$ cat config.mk
export PLATFORM = sky130hd
export DESIGN_NAME = cpu_bus_decode_steering
export DESIGN_NICKNAME = d
export VERILOG_FILES = /design/src/bus_decode_pkg.sv /design/src/write_data_latch.sv /design/src/cpu_bus_decode_steering.sv
export SDC_FILE = /design/constraint.sdc
export NUM_CORES = 1
export LEC_CHECK = 0
export BUFFER_PORTS_ARGS = -buffer_cell sky130_fd_sc_hd__buf_4
export CORE_ASPECT_RATIO = 1.25
export CORE_MARGIN = 4
export CORE_UTILIZATION = 43
export DETAILED_ROUTE_END_ITERATION = 10
export PLACE_DENSITY_LB_ADDON = 0.12
export SYNTH_ARGS = -nofsm -noshare
export SYNTH_HDL_FRONTEND = slang
export SYNTH_SLANG_ARGS = --single-unit
$ cat constraint.sdc
create_clock -name i_sys_clk -period 1.4 [get_ports i_sys_clk]
set_input_delay 0 -clock i_sys_clk [delete_from_list [all_inputs] [get_ports i_sys_clk]]
set_output_delay 0 -clock i_sys_clk [all_outputs]
set_load 0.01 [all_outputs]
$ cat src/bus_decode_pkg.sv
// Package with address map, field positions and carriers for the bus decoder
package bus_decode_pkg;

  localparam int          ADDR_W           = 16;
  localparam int          DATA_W           = 8;
  localparam logic [15:0] INT_LOW_LAST     = 16'h3fff;
  localparam logic [15:0] INT_HIGH_FIRST   = 16'he000;
  localparam logic [15:0] EXT_FIRST        = 16'h4000;
  localparam logic [15:0] EXT_LAST         = 16'hdfff;
  localparam logic [15:0] SWITCH_REG_ADDR  = 16'h3000;
  localparam logic [15:0] PAGE0_LAST       = 16'h00c7;
  localparam logic [15:0] PERIPH_FIRST     = 16'h0080;
  localparam logic [15:0] PIA_LAST         = 16'h008f;
  localparam logic [15:0] CTRL_FIRST       = 16'h00c0;
  localparam int          PAGE0_HI_MSB     = 15;
  localparam int          PAGE0_HI_LSB     = 11;
  localparam int          PAGE0_MID_MSB    = 10;
  localparam int          PAGE0_MID_LSB    = 8;
  localparam int          PERIPH_BIT       = 7;
  localparam int          CTRL_BIT         = 6;
  localparam logic [7:0]  LATCH_RESET      = 8'h00;

  // Decoded selects, all held in flip-flops at the top
  typedef struct packed {
    logic int_data_select_n;
    logic int_read_enable;
    logic write_latch_oe_n;
    logic ext_xcvr_enable;
    logic ext_dir_to_cpu;
    logic periph_region_select_n;
    logic controller_select;
    logic pia_select;
    logic own_ram_select;
    logic switch_read;
  } decode_sel_t;

endpackage

$ cat src/write_data_latch.sv
// Transparent-when-high write data latch modelled on the system clock
`timescale 1ns/1ns
module write_data_latch
  import bus_decode_pkg::*;
#(
  parameter int WIDTH = DATA_W
) (
  // Clock and reset
  input  wire logic             i_sys_clk,
  input  wire logic             i_reset,
  // Data path
  input  wire logic             i_phase2,
  input  wire logic [WIDTH-1:0] i_data,
  output logic      [WIDTH-1:0] o_data
);

  logic [WIDTH-1:0] hold_reg;
  logic [WIDTH-1:0] hold_next;

  // Follow while phase 2 high, hold last value otherwise
  always_comb begin
    hold_next = i_phase2 ? i_data : hold_reg;
  end

  always_ff @(posedge i_sys_clk or posedge i_reset) begin
    if (i_reset) begin
      hold_reg <= '0;
    end else begin
      hold_reg <= hold_next;
    end
  end

  assign o_data = hold_reg;

  AST_LATCH_HOLDS: assert property (@(posedge i_sys_clk) disable iff (i_reset)
    !$past(i_phase2) |-> hold_reg == $past(hold_reg))
    else $error("write latch changed while phase 2 low");

endmodule

$ cat src/cpu_bus_decode_steering.sv
// Address decoder and data bus steering for the processor board
`timescale 1ns/1ns
module cpu_bus_decode_steering
  import bus_decode_pkg::*;
(
  // Clock and reset
  input  wire logic              i_sys_clk,
  input  wire logic              i_reset,
  // Processor side
  input  wire logic              i_buffered_phase2_clock,
  input  wire logic              i_buffered_valid_address,
  input  wire logic              i_buffered_read_write,
  input  wire logic [ADDR_W-1:0] i_internal_address_lines,
  input  wire logic [DATA_W-1:0] i_processor_data_lines,
  output logic      [DATA_W-1:0] o_processor_data_lines,
  output logic                   o_processor_data_oe,
  // Internal bus
  input  wire logic [DATA_W-1:0] i_internal_data_lines,
  output logic      [DATA_W-1:0] o_internal_data_lines,
  output logic                   o_internal_data_oe,
  output logic                   o_internal_bus_data_select_n,
  output logic                   o_internal_read_enable,
  // External bus
  input  wire logic [DATA_W-1:0] i_external_data_lines,
  output logic      [DATA_W-1:0] o_external_data_lines,
  output logic                   o_external_data_oe,
  output logic                   o_external_xcvr_enable,
  output logic                   o_external_dir_to_cpu,
  // Page 0 and switch register
  input  wire logic [DATA_W-1:0] i_address_switches,
  output logic                   o_peripheral_region_select_n,
  output logic                   o_controller_select,
  output logic                   o_adapter_select,
  output logic                   o_adapter_phase2_clock,
  output logic                   o_own_ram_select,
  output logic                   o_switch_read,
  output logic      [DATA_W-1:0] o_circuit_select_latch
);

  decode_sel_t      sel_reg;
  decode_sel_t      sel_next;
  logic [DATA_W-1:0] cpu_data_reg;
  logic [DATA_W-1:0] cpu_data_next;
  logic              cpu_oe_reg;
  logic              cpu_oe_next;
  logic [DATA_W-1:0] ext_data_reg;
  logic [DATA_W-1:0] ext_data_next;
  logic [DATA_W-1:0] csl_reg;
  logic [DATA_W-1:0] csl_next;
  logic              phase2_reg;
  logic [DATA_W-1:0] latch_data;
  logic              int_oe_reg;
  logic              int_oe_next;
  logic              ext_oe_reg;
  logic              ext_oe_next;

  logic [ADDR_W-1:0] a;
  logic              rd;
  logic              wr;
  logic              p2;
  logic              vma;
  logic              in_int_range;
  logic              in_ext_range;
  logic              page0_ok;
  logic              own_ram;
  logic              periph;
  logic              ctrl_hit;
  logic              pia_hit;
  logic              switch_hit;

  assign a  = i_internal_address_lines;
  assign p2 = i_buffered_phase2_clock;
  assign vma = i_buffered_valid_address;
  assign rd = vma && i_buffered_read_write;
  assign wr = vma && !i_buffered_read_write;

  write_data_latch #(
    .WIDTH (DATA_W)
  ) u_write_latch (
    .i_sys_clk (i_sys_clk),
    .i_reset   (i_reset),
    .i_phase2  (p2),
    .i_data    (i_processor_data_lines),
    .o_data    (latch_data)
  );

  // Address decode
  always_comb begin
    in_int_range = (a <= INT_LOW_LAST) || (a >= INT_HIGH_FIRST);
    in_ext_range = (a >= EXT_FIRST) && (a <= EXT_LAST);
    page0_ok     = (a[PAGE0_HI_MSB:PAGE0_HI_LSB] == 5'h00)
                && (a[PAGE0_MID_MSB:PAGE0_MID_LSB] == 3'h0);
    own_ram      = page0_ok && !a[PERIPH_BIT];
    periph       = page0_ok && a[PERIPH_BIT];
    ctrl_hit     = periph && a[CTRL_BIT] && (a <= PAGE0_LAST)
                && (a >= CTRL_FIRST);
    pia_hit      = periph && !a[CTRL_BIT] && (a >= PERIPH_FIRST)
                && (a <= PIA_LAST);
    switch_hit   = (a == SWITCH_REG_ADDR);
  end

  // Select and steering next values
  always_comb begin
    sel_next = '0;
    sel_next.int_data_select_n = 1'b1;
    sel_next.write_latch_oe_n  = 1'b1;
    sel_next.periph_region_select_n = 1'b1;
    sel_next.ext_dir_to_cpu = i_buffered_read_write;
    if (vma) begin
      sel_next.own_ram_select = own_ram;
      sel_next.switch_read    = switch_hit && rd;
      sel_next.periph_region_select_n = !periph;
      sel_next.controller_select = ctrl_hit && p2 && vma;
      sel_next.pia_select = pia_hit;
      // Internal bus off for own RAM and switch reads
      if (in_int_range && !own_ram && !(switch_hit && rd)) begin
        sel_next.int_data_select_n = 1'b0;
        sel_next.int_read_enable   = rd && p2;
        sel_next.write_latch_oe_n  = !wr;
      end else if (in_ext_range && !p2) begin
        sel_next.ext_xcvr_enable = 1'b1;
      end
    end
  end

  // Data steering next values
  always_comb begin
    cpu_data_next = cpu_data_reg;
    cpu_oe_next   = 1'b0;
    ext_data_next = latch_data;
    csl_next      = csl_reg;
    // Enables registered so the pins come straight from flops
    int_oe_next   = !sel_next.write_latch_oe_n;
    ext_oe_next   = sel_next.ext_xcvr_enable && !sel_next.ext_dir_to_cpu;
    if (sel_next.switch_read) begin
      cpu_data_next = i_address_switches;
      cpu_oe_next   = 1'b1;
    end else if (sel_next.int_read_enable) begin
      cpu_data_next = i_internal_data_lines;
      cpu_oe_next   = 1'b1;
    end else if (sel_next.ext_xcvr_enable && i_buffered_read_write) begin
      cpu_data_next = i_external_data_lines;
      cpu_oe_next   = 1'b1;
    end
    if (vma && switch_hit && wr && !p2) begin
      csl_next = latch_data;
    end
  end

  always_ff @(posedge i_sys_clk or posedge i_reset) begin
    if (i_reset) begin
      sel_reg      <= '{int_data_select_n: 1'b1, write_latch_oe_n: 1'b1,
                        periph_region_select_n: 1'b1, ext_dir_to_cpu: 1'b1,
                        default: 1'b0};
      cpu_data_reg <= '0;
      cpu_oe_reg   <= 1'b0;
      ext_data_reg <= '0;
      csl_reg      <= LATCH_RESET;
      phase2_reg   <= 1'b0;
      int_oe_reg   <= 1'b0;
      ext_oe_reg   <= 1'b0;
    end else begin
      sel_reg      <= sel_next;
      cpu_data_reg <= cpu_data_next;
      cpu_oe_reg   <= cpu_oe_next;
      ext_data_reg <= ext_data_next;
      csl_reg      <= csl_next;
      phase2_reg   <= p2;
      int_oe_reg   <= int_oe_next;
      ext_oe_reg   <= ext_oe_next;
    end
  end

  assign o_processor_data_lines       = cpu_data_reg;
  assign o_processor_data_oe          = cpu_oe_reg;
  assign o_internal_data_lines        = latch_data;
  assign o_internal_data_oe           = int_oe_reg;
  assign o_internal_bus_data_select_n = sel_reg.int_data_select_n;
  assign o_internal_read_enable       = sel_reg.int_read_enable;
  assign o_external_data_lines        = ext_data_reg;
  assign o_external_data_oe           = ext_oe_reg;
  assign o_external_xcvr_enable       = sel_reg.ext_xcvr_enable;
  assign o_external_dir_to_cpu        = sel_reg.ext_dir_to_cpu;
  assign o_peripheral_region_select_n = sel_reg.periph_region_select_n;
  assign o_controller_select          = sel_reg.controller_select;
  assign o_adapter_select             = sel_reg.pia_select;
  assign o_adapter_phase2_clock       = phase2_reg;
  assign o_own_ram_select             = sel_reg.own_ram_select;
  assign o_switch_read                = sel_reg.switch_read;
  assign o_circuit_select_latch       = csl_reg;

  // Checks
  AST_NO_BOTH_BUSES: assert property (@(posedge i_sys_clk) disable iff (i_reset)
    !(!sel_reg.int_data_select_n && sel_reg.ext_xcvr_enable))
    else $error("internal and external paths both enabled");

  AST_READ_BUF_COND: assert property (@(posedge i_sys_clk) disable iff (i_reset)
    sel_reg.int_read_enable |-> $past(rd && p2) && !sel_reg.int_data_select_n)
    else $error("read buffer enabled outside read phase 2");

  AST_WRITE_NO_READ: assert property (@(posedge i_sys_clk) disable iff (i_reset)
    $past(wr) |-> !sel_reg.int_read_enable)
    else $error("read buffer on during write");

  AST_INT_RANGE: assert property (@(posedge i_sys_clk) disable iff (i_reset)
    $past(vma && a >= 16'he000) |-> !sel_reg.int_data_select_n)
    else $error("internal select missing for high rom");

  AST_EXT_LOW_PHASE: assert property (@(posedge i_sys_clk) disable iff (i_reset)
    sel_reg.ext_xcvr_enable |-> !$past(p2) && $past(in_ext_range))
    else $error("external transceiver on outside low phase");

  AST_EXT_DIR: assert property (@(posedge i_sys_clk) disable iff (i_reset)
    sel_reg.ext_dir_to_cpu == $past(i_buffered_read_write))
    else $error("transceiver direction wrong");

  AST_OWN_RAM_OFF: assert property (@(posedge i_sys_clk) disable iff (i_reset)
    sel_reg.own_ram_select |-> sel_reg.int_data_select_n && !sel_reg.ext_xcvr_enable)
    else $error("bus enabled during own ram access");

  AST_CTRL_GATED: assert property (@(posedge i_sys_clk) disable iff (i_reset)
    sel_reg.controller_select |-> $past(p2 && vma) && !sel_reg.periph_region_select_n)
    else $error("controller select without phase 2 and valid");

  AST_SWITCH_ISOLATE: assert property (@(posedge i_sys_clk) disable iff (i_reset)
    sel_reg.switch_read |-> sel_reg.int_data_select_n && !sel_reg.ext_xcvr_enable
    && cpu_data_reg == $past(i_address_switches))
    else $error("switch read not isolated");

  AST_UNMAPPED_IDLE: assert property (@(posedge i_sys_clk) disable iff (i_reset)
    $past(!vma) |-> sel_reg.int_data_select_n && !sel_reg.ext_xcvr_enable
    && !sel_reg.pia_select && !sel_reg.controller_select)
    else $error("select active without valid address");

  // Page 0, select latch and driver checks
  AST_PAGE0_GATE: assert property (@(posedge i_sys_clk) disable iff (i_reset)
    (sel_reg.own_ram_select || !sel_reg.periph_region_select_n)
    |-> $past(vma) && ($past(a[PAGE0_HI_MSB:PAGE0_MID_LSB]) == 8'h00))
    else $error("page 0 select with upper address bits set");

  AST_BIT7_SPLIT: assert property (@(posedge i_sys_clk) disable iff (i_reset)
    $past(vma && (a[PAGE0_HI_MSB:PAGE0_MID_LSB] == 8'h00))
    |-> (sel_reg.own_ram_select == !$past(a[PERIPH_BIT]))
    && (sel_reg.periph_region_select_n == !$past(a[PERIPH_BIT])))
    else $error("bit 7 split wrong in page 0");

  AST_ADAPTER_SIDE: assert property (@(posedge i_sys_clk) disable iff (i_reset)
    sel_reg.pia_select |-> !$past(a[CTRL_BIT]) && !sel_reg.periph_region_select_n
    && ($past(a) >= PERIPH_FIRST) && ($past(a) <= PIA_LAST))
    else $error("adapter select outside its range");

  AST_CTRL_SIDE: assert property (@(posedge i_sys_clk) disable iff (i_reset)
    sel_reg.controller_select |-> $past(a[CTRL_BIT]) && ($past(a) >= CTRL_FIRST)
    && ($past(a) <= PAGE0_LAST))
    else $error("controller select outside its range");

  AST_GAP_NO_DEVICE: assert property (@(posedge i_sys_clk) disable iff (i_reset)
    $past(vma && (a[PAGE0_HI_MSB:PAGE0_MID_LSB] == 8'h00)
    && (((a > PIA_LAST) && (a < CTRL_FIRST)) || (a > PAGE0_LAST)))
    |-> !sel_reg.pia_select && !sel_reg.controller_select)
    else $error("device selected in unmapped page 0 gap");

  AST_ADAPTER_CLOCK: assert property (@(posedge i_sys_clk) disable iff (i_reset)
    !$past(i_reset) |-> phase2_reg == $past(p2))
    else $error("adapter clock does not follow phase 2");

  AST_CSL_LOAD: assert property (@(posedge i_sys_clk) disable iff (i_reset)
    $past(vma && !i_buffered_read_write && !p2 && (a == SWITCH_REG_ADDR))
    |-> csl_reg == $past(latch_data))
    else $error("select latch missed write to 3000");

  AST_CSL_STEADY: assert property (@(posedge i_sys_clk) disable iff (i_reset)
    !$past(vma && !i_buffered_read_write && (a == SWITCH_REG_ADDR)) |-> $stable(csl_reg))
    else $error("select latch changed without write to 3000");

  AST_LATCH_DRIVE: assert property (@(posedge i_sys_clk) disable iff (i_reset)
    int_oe_reg |-> $past(wr) && !sel_reg.int_data_select_n)
    else $error("write latch drives bus outside internal write");

  AST_CPU_DRIVE_READ: assert property (@(posedge i_sys_clk) disable iff (i_reset)
    cpu_oe_reg |-> $past(rd))
    else $error("processor data driven outside a read");

  COV_INT_READ: cover property (@(posedge i_sys_clk) sel_reg.int_read_enable);
  COV_EXT_WRITE: cover property (@(posedge i_sys_clk)
    sel_reg.ext_xcvr_enable && !sel_reg.ext_dir_to_cpu);
  COV_SWITCH: cover property (@(posedge i_sys_clk) sel_reg.switch_read);
  COV_CTRL: cover property (@(posedge i_sys_clk) sel_reg.controller_select);
  COV_OWN_RAM: cover property (@(posedge i_sys_clk) sel_reg.own_ram_select);

endmodule

==> out/results.md <==
| Group | Result | Reported |
| --- | --- | --- |
| logic synthesis | Mean Syn Cell Area | 13.1 um2 |
| global routing | Vias in the first global route | 1,898 |
| power and ir drop | Ratio of total power to cell area | 1000 nW/um2 |
| floorplan | Die span in x | 65.9 um |
| clocking | Clock latency at the later pin of the worst-skew pair | 290 ps |
| logic synthesis | Number of synthesis warnings | 0 |
| critical path | Worst path arrival time | 1760 ps |
| layout | Number of inserted diodes | 0 |
| clocking | Clock transition time at the flip-flop clock pins of the worst setup and hold paths | 80 ps |
| hold path | Classification of the worst-slack hold path | in -> reg |
| detailed routing | Wire length per cell after detailed routing | 17.1 um |
| timing | Worst slew margin relative to its limit | 77.3% |
| status | Failing checks | negative setup slack |
| global routing | Number of antenna violations at the first check in global routing | 0 |
| place | Worst setup slack after placement | -649 ps |
| timing | Max Fclk | 0.633 GHz |
| flow run | Maxcap violations | 0 |
| detailed routing | Count of vias placed by the detailed router | 1,730 |
| layout | Final nets | 339 |
| critical path | Worst Path Max Fanout | 8 |
| power and ir drop | Pwr Total | 3.31 mW |
| layout | Non-filler instance count after layout | 343 |
| detailed routing | Mean number of vias per cell | 5.04 |
| floorplan | Floorplan row count | 26 |
| global routing | Global-route congestion overflow total | 0 |
| logic synthesis | Synth top area cells | sky130_fd_sc_hd__dfrtp_1 (58%), sky130_fd_sc_hd__mux2_2 (10%), sky130_fd_sc_hd__o21ai_0 (4.7%) |
| logic synthesis | Sequential cell area fraction in the yosys report | 62.8% |
| logic synthesis | Number of storage elements in the synthesis netlist | 45 |
| critical path | Worst setup path class | in -> reg |
| detailed routing | Antenna-violating nets left | 0 |
| logic synthesis | Number of instances in the synthesized netlist | 137 |
| logic synthesis | Count of unique library cells instantiated by Yosys | 28 |
| timing | Final count of negative-setup-slack endpoints | 18 |
| clocking | Maximum level of the CTS H-tree | 2 |
| floorplan | Initial cell density of the core | 44.3% |
| clocking | Number of buffers between clock root and the deepest sink | 2 |
| logic synthesis | Async set-reset flop share out of synthesis | 100% |
| detailed routing | Number of DRC violations after detailed-routing iteration 0 | 54 |
| clocking | Clock sink total | 45 |
| floorplan | Number of primary I/O pins | 98 |
| timing | Transition time at the pin with the least slew margin | 338 ps |
| layout | Post-layout utilization of the core | 81.0% |
| place | Placed cell areas | 2790 um2 |
| logic synthesis | Count leader, synth | sky130_fd_sc_hd__dfrtp_1 |
| global routing | Largest net degree at the start of global routing | 46 |
| logic synthesis | Summed instance area of the synthesized netlist | 1800 um2 |
| detailed routing | Detailed-route wire length | 5870 um |
| global routing | All-Layer GR Usage | 22.9% |
| logic synthesis | Ranking of synthesized cells by instance count | sky130_fd_sc_hd__dfrtp_1 (42), sky130_fd_sc_hd__o21ai_0 (17), sky130_fd_sc_hd__mux2_2 (16) |
| critical path | Data required time at the worst endpoint | 1580 ps |
| floorplan | Total core area | 4070 um2 |
| logic synthesis | Post-synth top area share | 58.4% |
| status | Run status | finished with violations |
| detailed routing | Number of iterations in the first detailed-routing pass | 4 |
| critical path | Startpoint type of the worst setup path | primary input |
| logic synthesis | Dominant synthesized flop cell | sky130_fd_sc_hd__dfrtp_1 |
| layout | Share of post-route cells with drive strength above 1 | 56.4% |
| logic synthesis | Cell type with the highest aggregate area in the netlist | sky130_fd_sc_hd__dfrtp_1 |
| layout | Final standard cell area without fillers | 3300 um2 |
| timing | Final worst hold slack | 6.38 ps |
| timing | Post-route minimum period | 1580 ps |
| floorplan | DIE AREA | 5290 um2 |
| place | Gpl congestion | 0.798 |
| timing | Final cycle utilization of the critical path | 113% |
| clocking | Clock root cell | sky130_fd_sc_hd__clkbuf_8 |
| place | Placed Cells incl. Taps | 307 |
| logic synthesis | Post-Synthesis Net Count | 190 |
| clocking | CTS tree | done |
| logic synthesis | Number of synthesized flops with an enable pin | 0 |
| place | Input/output buffers | 97 |
| detailed routing | Detailed-route DRC error count | 0 |
| power and ir drop | Total leakage power | 1.65 nW |
| critical path | Endpoint class of the critical path | flop |
| place | HPWL after detailed placement | 4140 um |
| layout | Fill count | 260 |
| floorplan | Chip height | 80.3 um |
| power and ir drop | Worst IR Drop VDD | 0.879 mV |
| global routing | First-pass GRT wire length | 9050 um |
| timing | Final Max Slew Viols | 0 |
| timing | Minimum setup slack in the final design | -180 ps |
| timing | RSZ-0062 raised after global routing | true |
| timing | Final hold vios | 0 |
| layout | Layout overhead on the synthesized area | 83.0% |
| clocking | Num CTS Buffers | 5 |
| timing | Setup TNS | -2020 ps |
| timing | Worst Clk Skew | 4.49 ps |
==> kinds of logic (layout without fill, tap and decap cells) <==
group,Yosys count,count (layout),share of synthesized area [%]
buffers and inverters,5,155,1.11
AO/OA/AOI/OAI,28,28,9.73
AND/OR/NAND/NOR,35,35,12.0
multiplexers,24,24,14.5
flip-flops,45,45,62.8
==> routing by layer <==
layer | global-route usage (%) | share of wire [%] | vias to the layer above
met5 | 0 | 0 | -
met4 | 7.88 | 2.4 | 0
met3 | 6.57 | 8.0 | 16
met2 | 44.0 | 57 | 90
met1 | 22.7 | 32 | 820
li1 | - | - | 804
==> layout make-up <==
cell class                      count  area [um2]  area share [%]
Timing Repair Buffer              144        1190            36.1
Sequential cell                    45        1130            34.3
Multi-Input combinational cell     87         759            23.0
Tap cell                           56        70.1            2.13
Clock buffer                        5        68.8            2.09
Clock inverter                      3        65.1            1.97
Inverter                            3        11.3           0.342
==> repair_timing <==
action                                  in CTS  in global routing
endpoints found under the hold margin       67                  0
endpoints found under the setup margin      20                 19
setup buffers                                0                  0
pin swaps                                    3                  0
hold buffers                                28                  0
gates resized for setup                     16                 13
==> state kept, by name, indices dropped and copies added, names as in the netlist <==
register	cells
o_peripheral_region_select_n	1
o_processor_data_lines	8
u_write_latch.o_data	8
o_switch_read	1
o_processor_data_oe	1
o_controller_select	1
o_internal_bus_data_select_n	1
o_adapter_select	1
o_internal_data_oe	1
o_external_xcvr_enable	1
o_internal_read_enable	1
o_adapter_phase2_clock	1
o_external_dir_to_cpu	1
o_external_data_lines	8
o_external_data_oe	1
o_circuit_select_latch	8
o_own_ram_select	1
==> path summary, 6_finish.rpt <==
path / depth (start not counted) / slack (ps) / start / to
max in group asynchronous: 4 / 830 / i_reset / o_peripheral_region_select_n
worst min register to register: 0 / 440 / u_write_latch.o_data[7] / o_external_data_lines[7]
worst min-delay path: 3 / 6 / i_buffered_valid_address / o_internal_data_oe
worst max register to register: 3 / 520 / o_processor_data_lines[4] / o_processor_data_lines[4]
min in group asynchronous: 4 / 310 / i_reset / o_circuit_select_latch[2]
worst max-delay path: 6 / -180 / i_internal_address_lines[4] / o_circuit_select_latch[7]
==> critical path: stages <==
cell	delay, ps
sky130_fd_sc_hd__buf_4	120
sky130_fd_sc_hd__or3_4	390
sky130_fd_sc_hd__or4_4	560
sky130_fd_sc_hd__nor4_4	180
sky130_fd_sc_hd__buf_6	200
sky130_fd_sc_hd__mux2_4	320
==> layout by cell type (no fill, tap or decap), drive strengths merged, types with 2 or more instances in the layout <==
master,synthesis,final
a2bb2oi,8,8
and3,2,2
buf,2,116
bufinv,0,2
clkbuf,0,5
dfrtp,42,42
dfstp,3,3
dlygate4sd3,0,28
inv,3,3
mux2,16,16
mux2i,8,8
nand2,4,4
nand3,7,7
nor2,4,4
nor3,4,4
nor4,4,4
o21ai,18,18
or2,3,3
or4,2,2
==> report_power, final <==
part | switching (mW) | internal [mW] | total, mW
combinational | 0.282 | 0.414 | 0.697
clock | 0.424 | 0.708 | 1.13
sequential | 0.0720 | 1.41 | 1.48
total | 0.779 | 2.53 | 3.31
(Power assumes the default switching activity.)
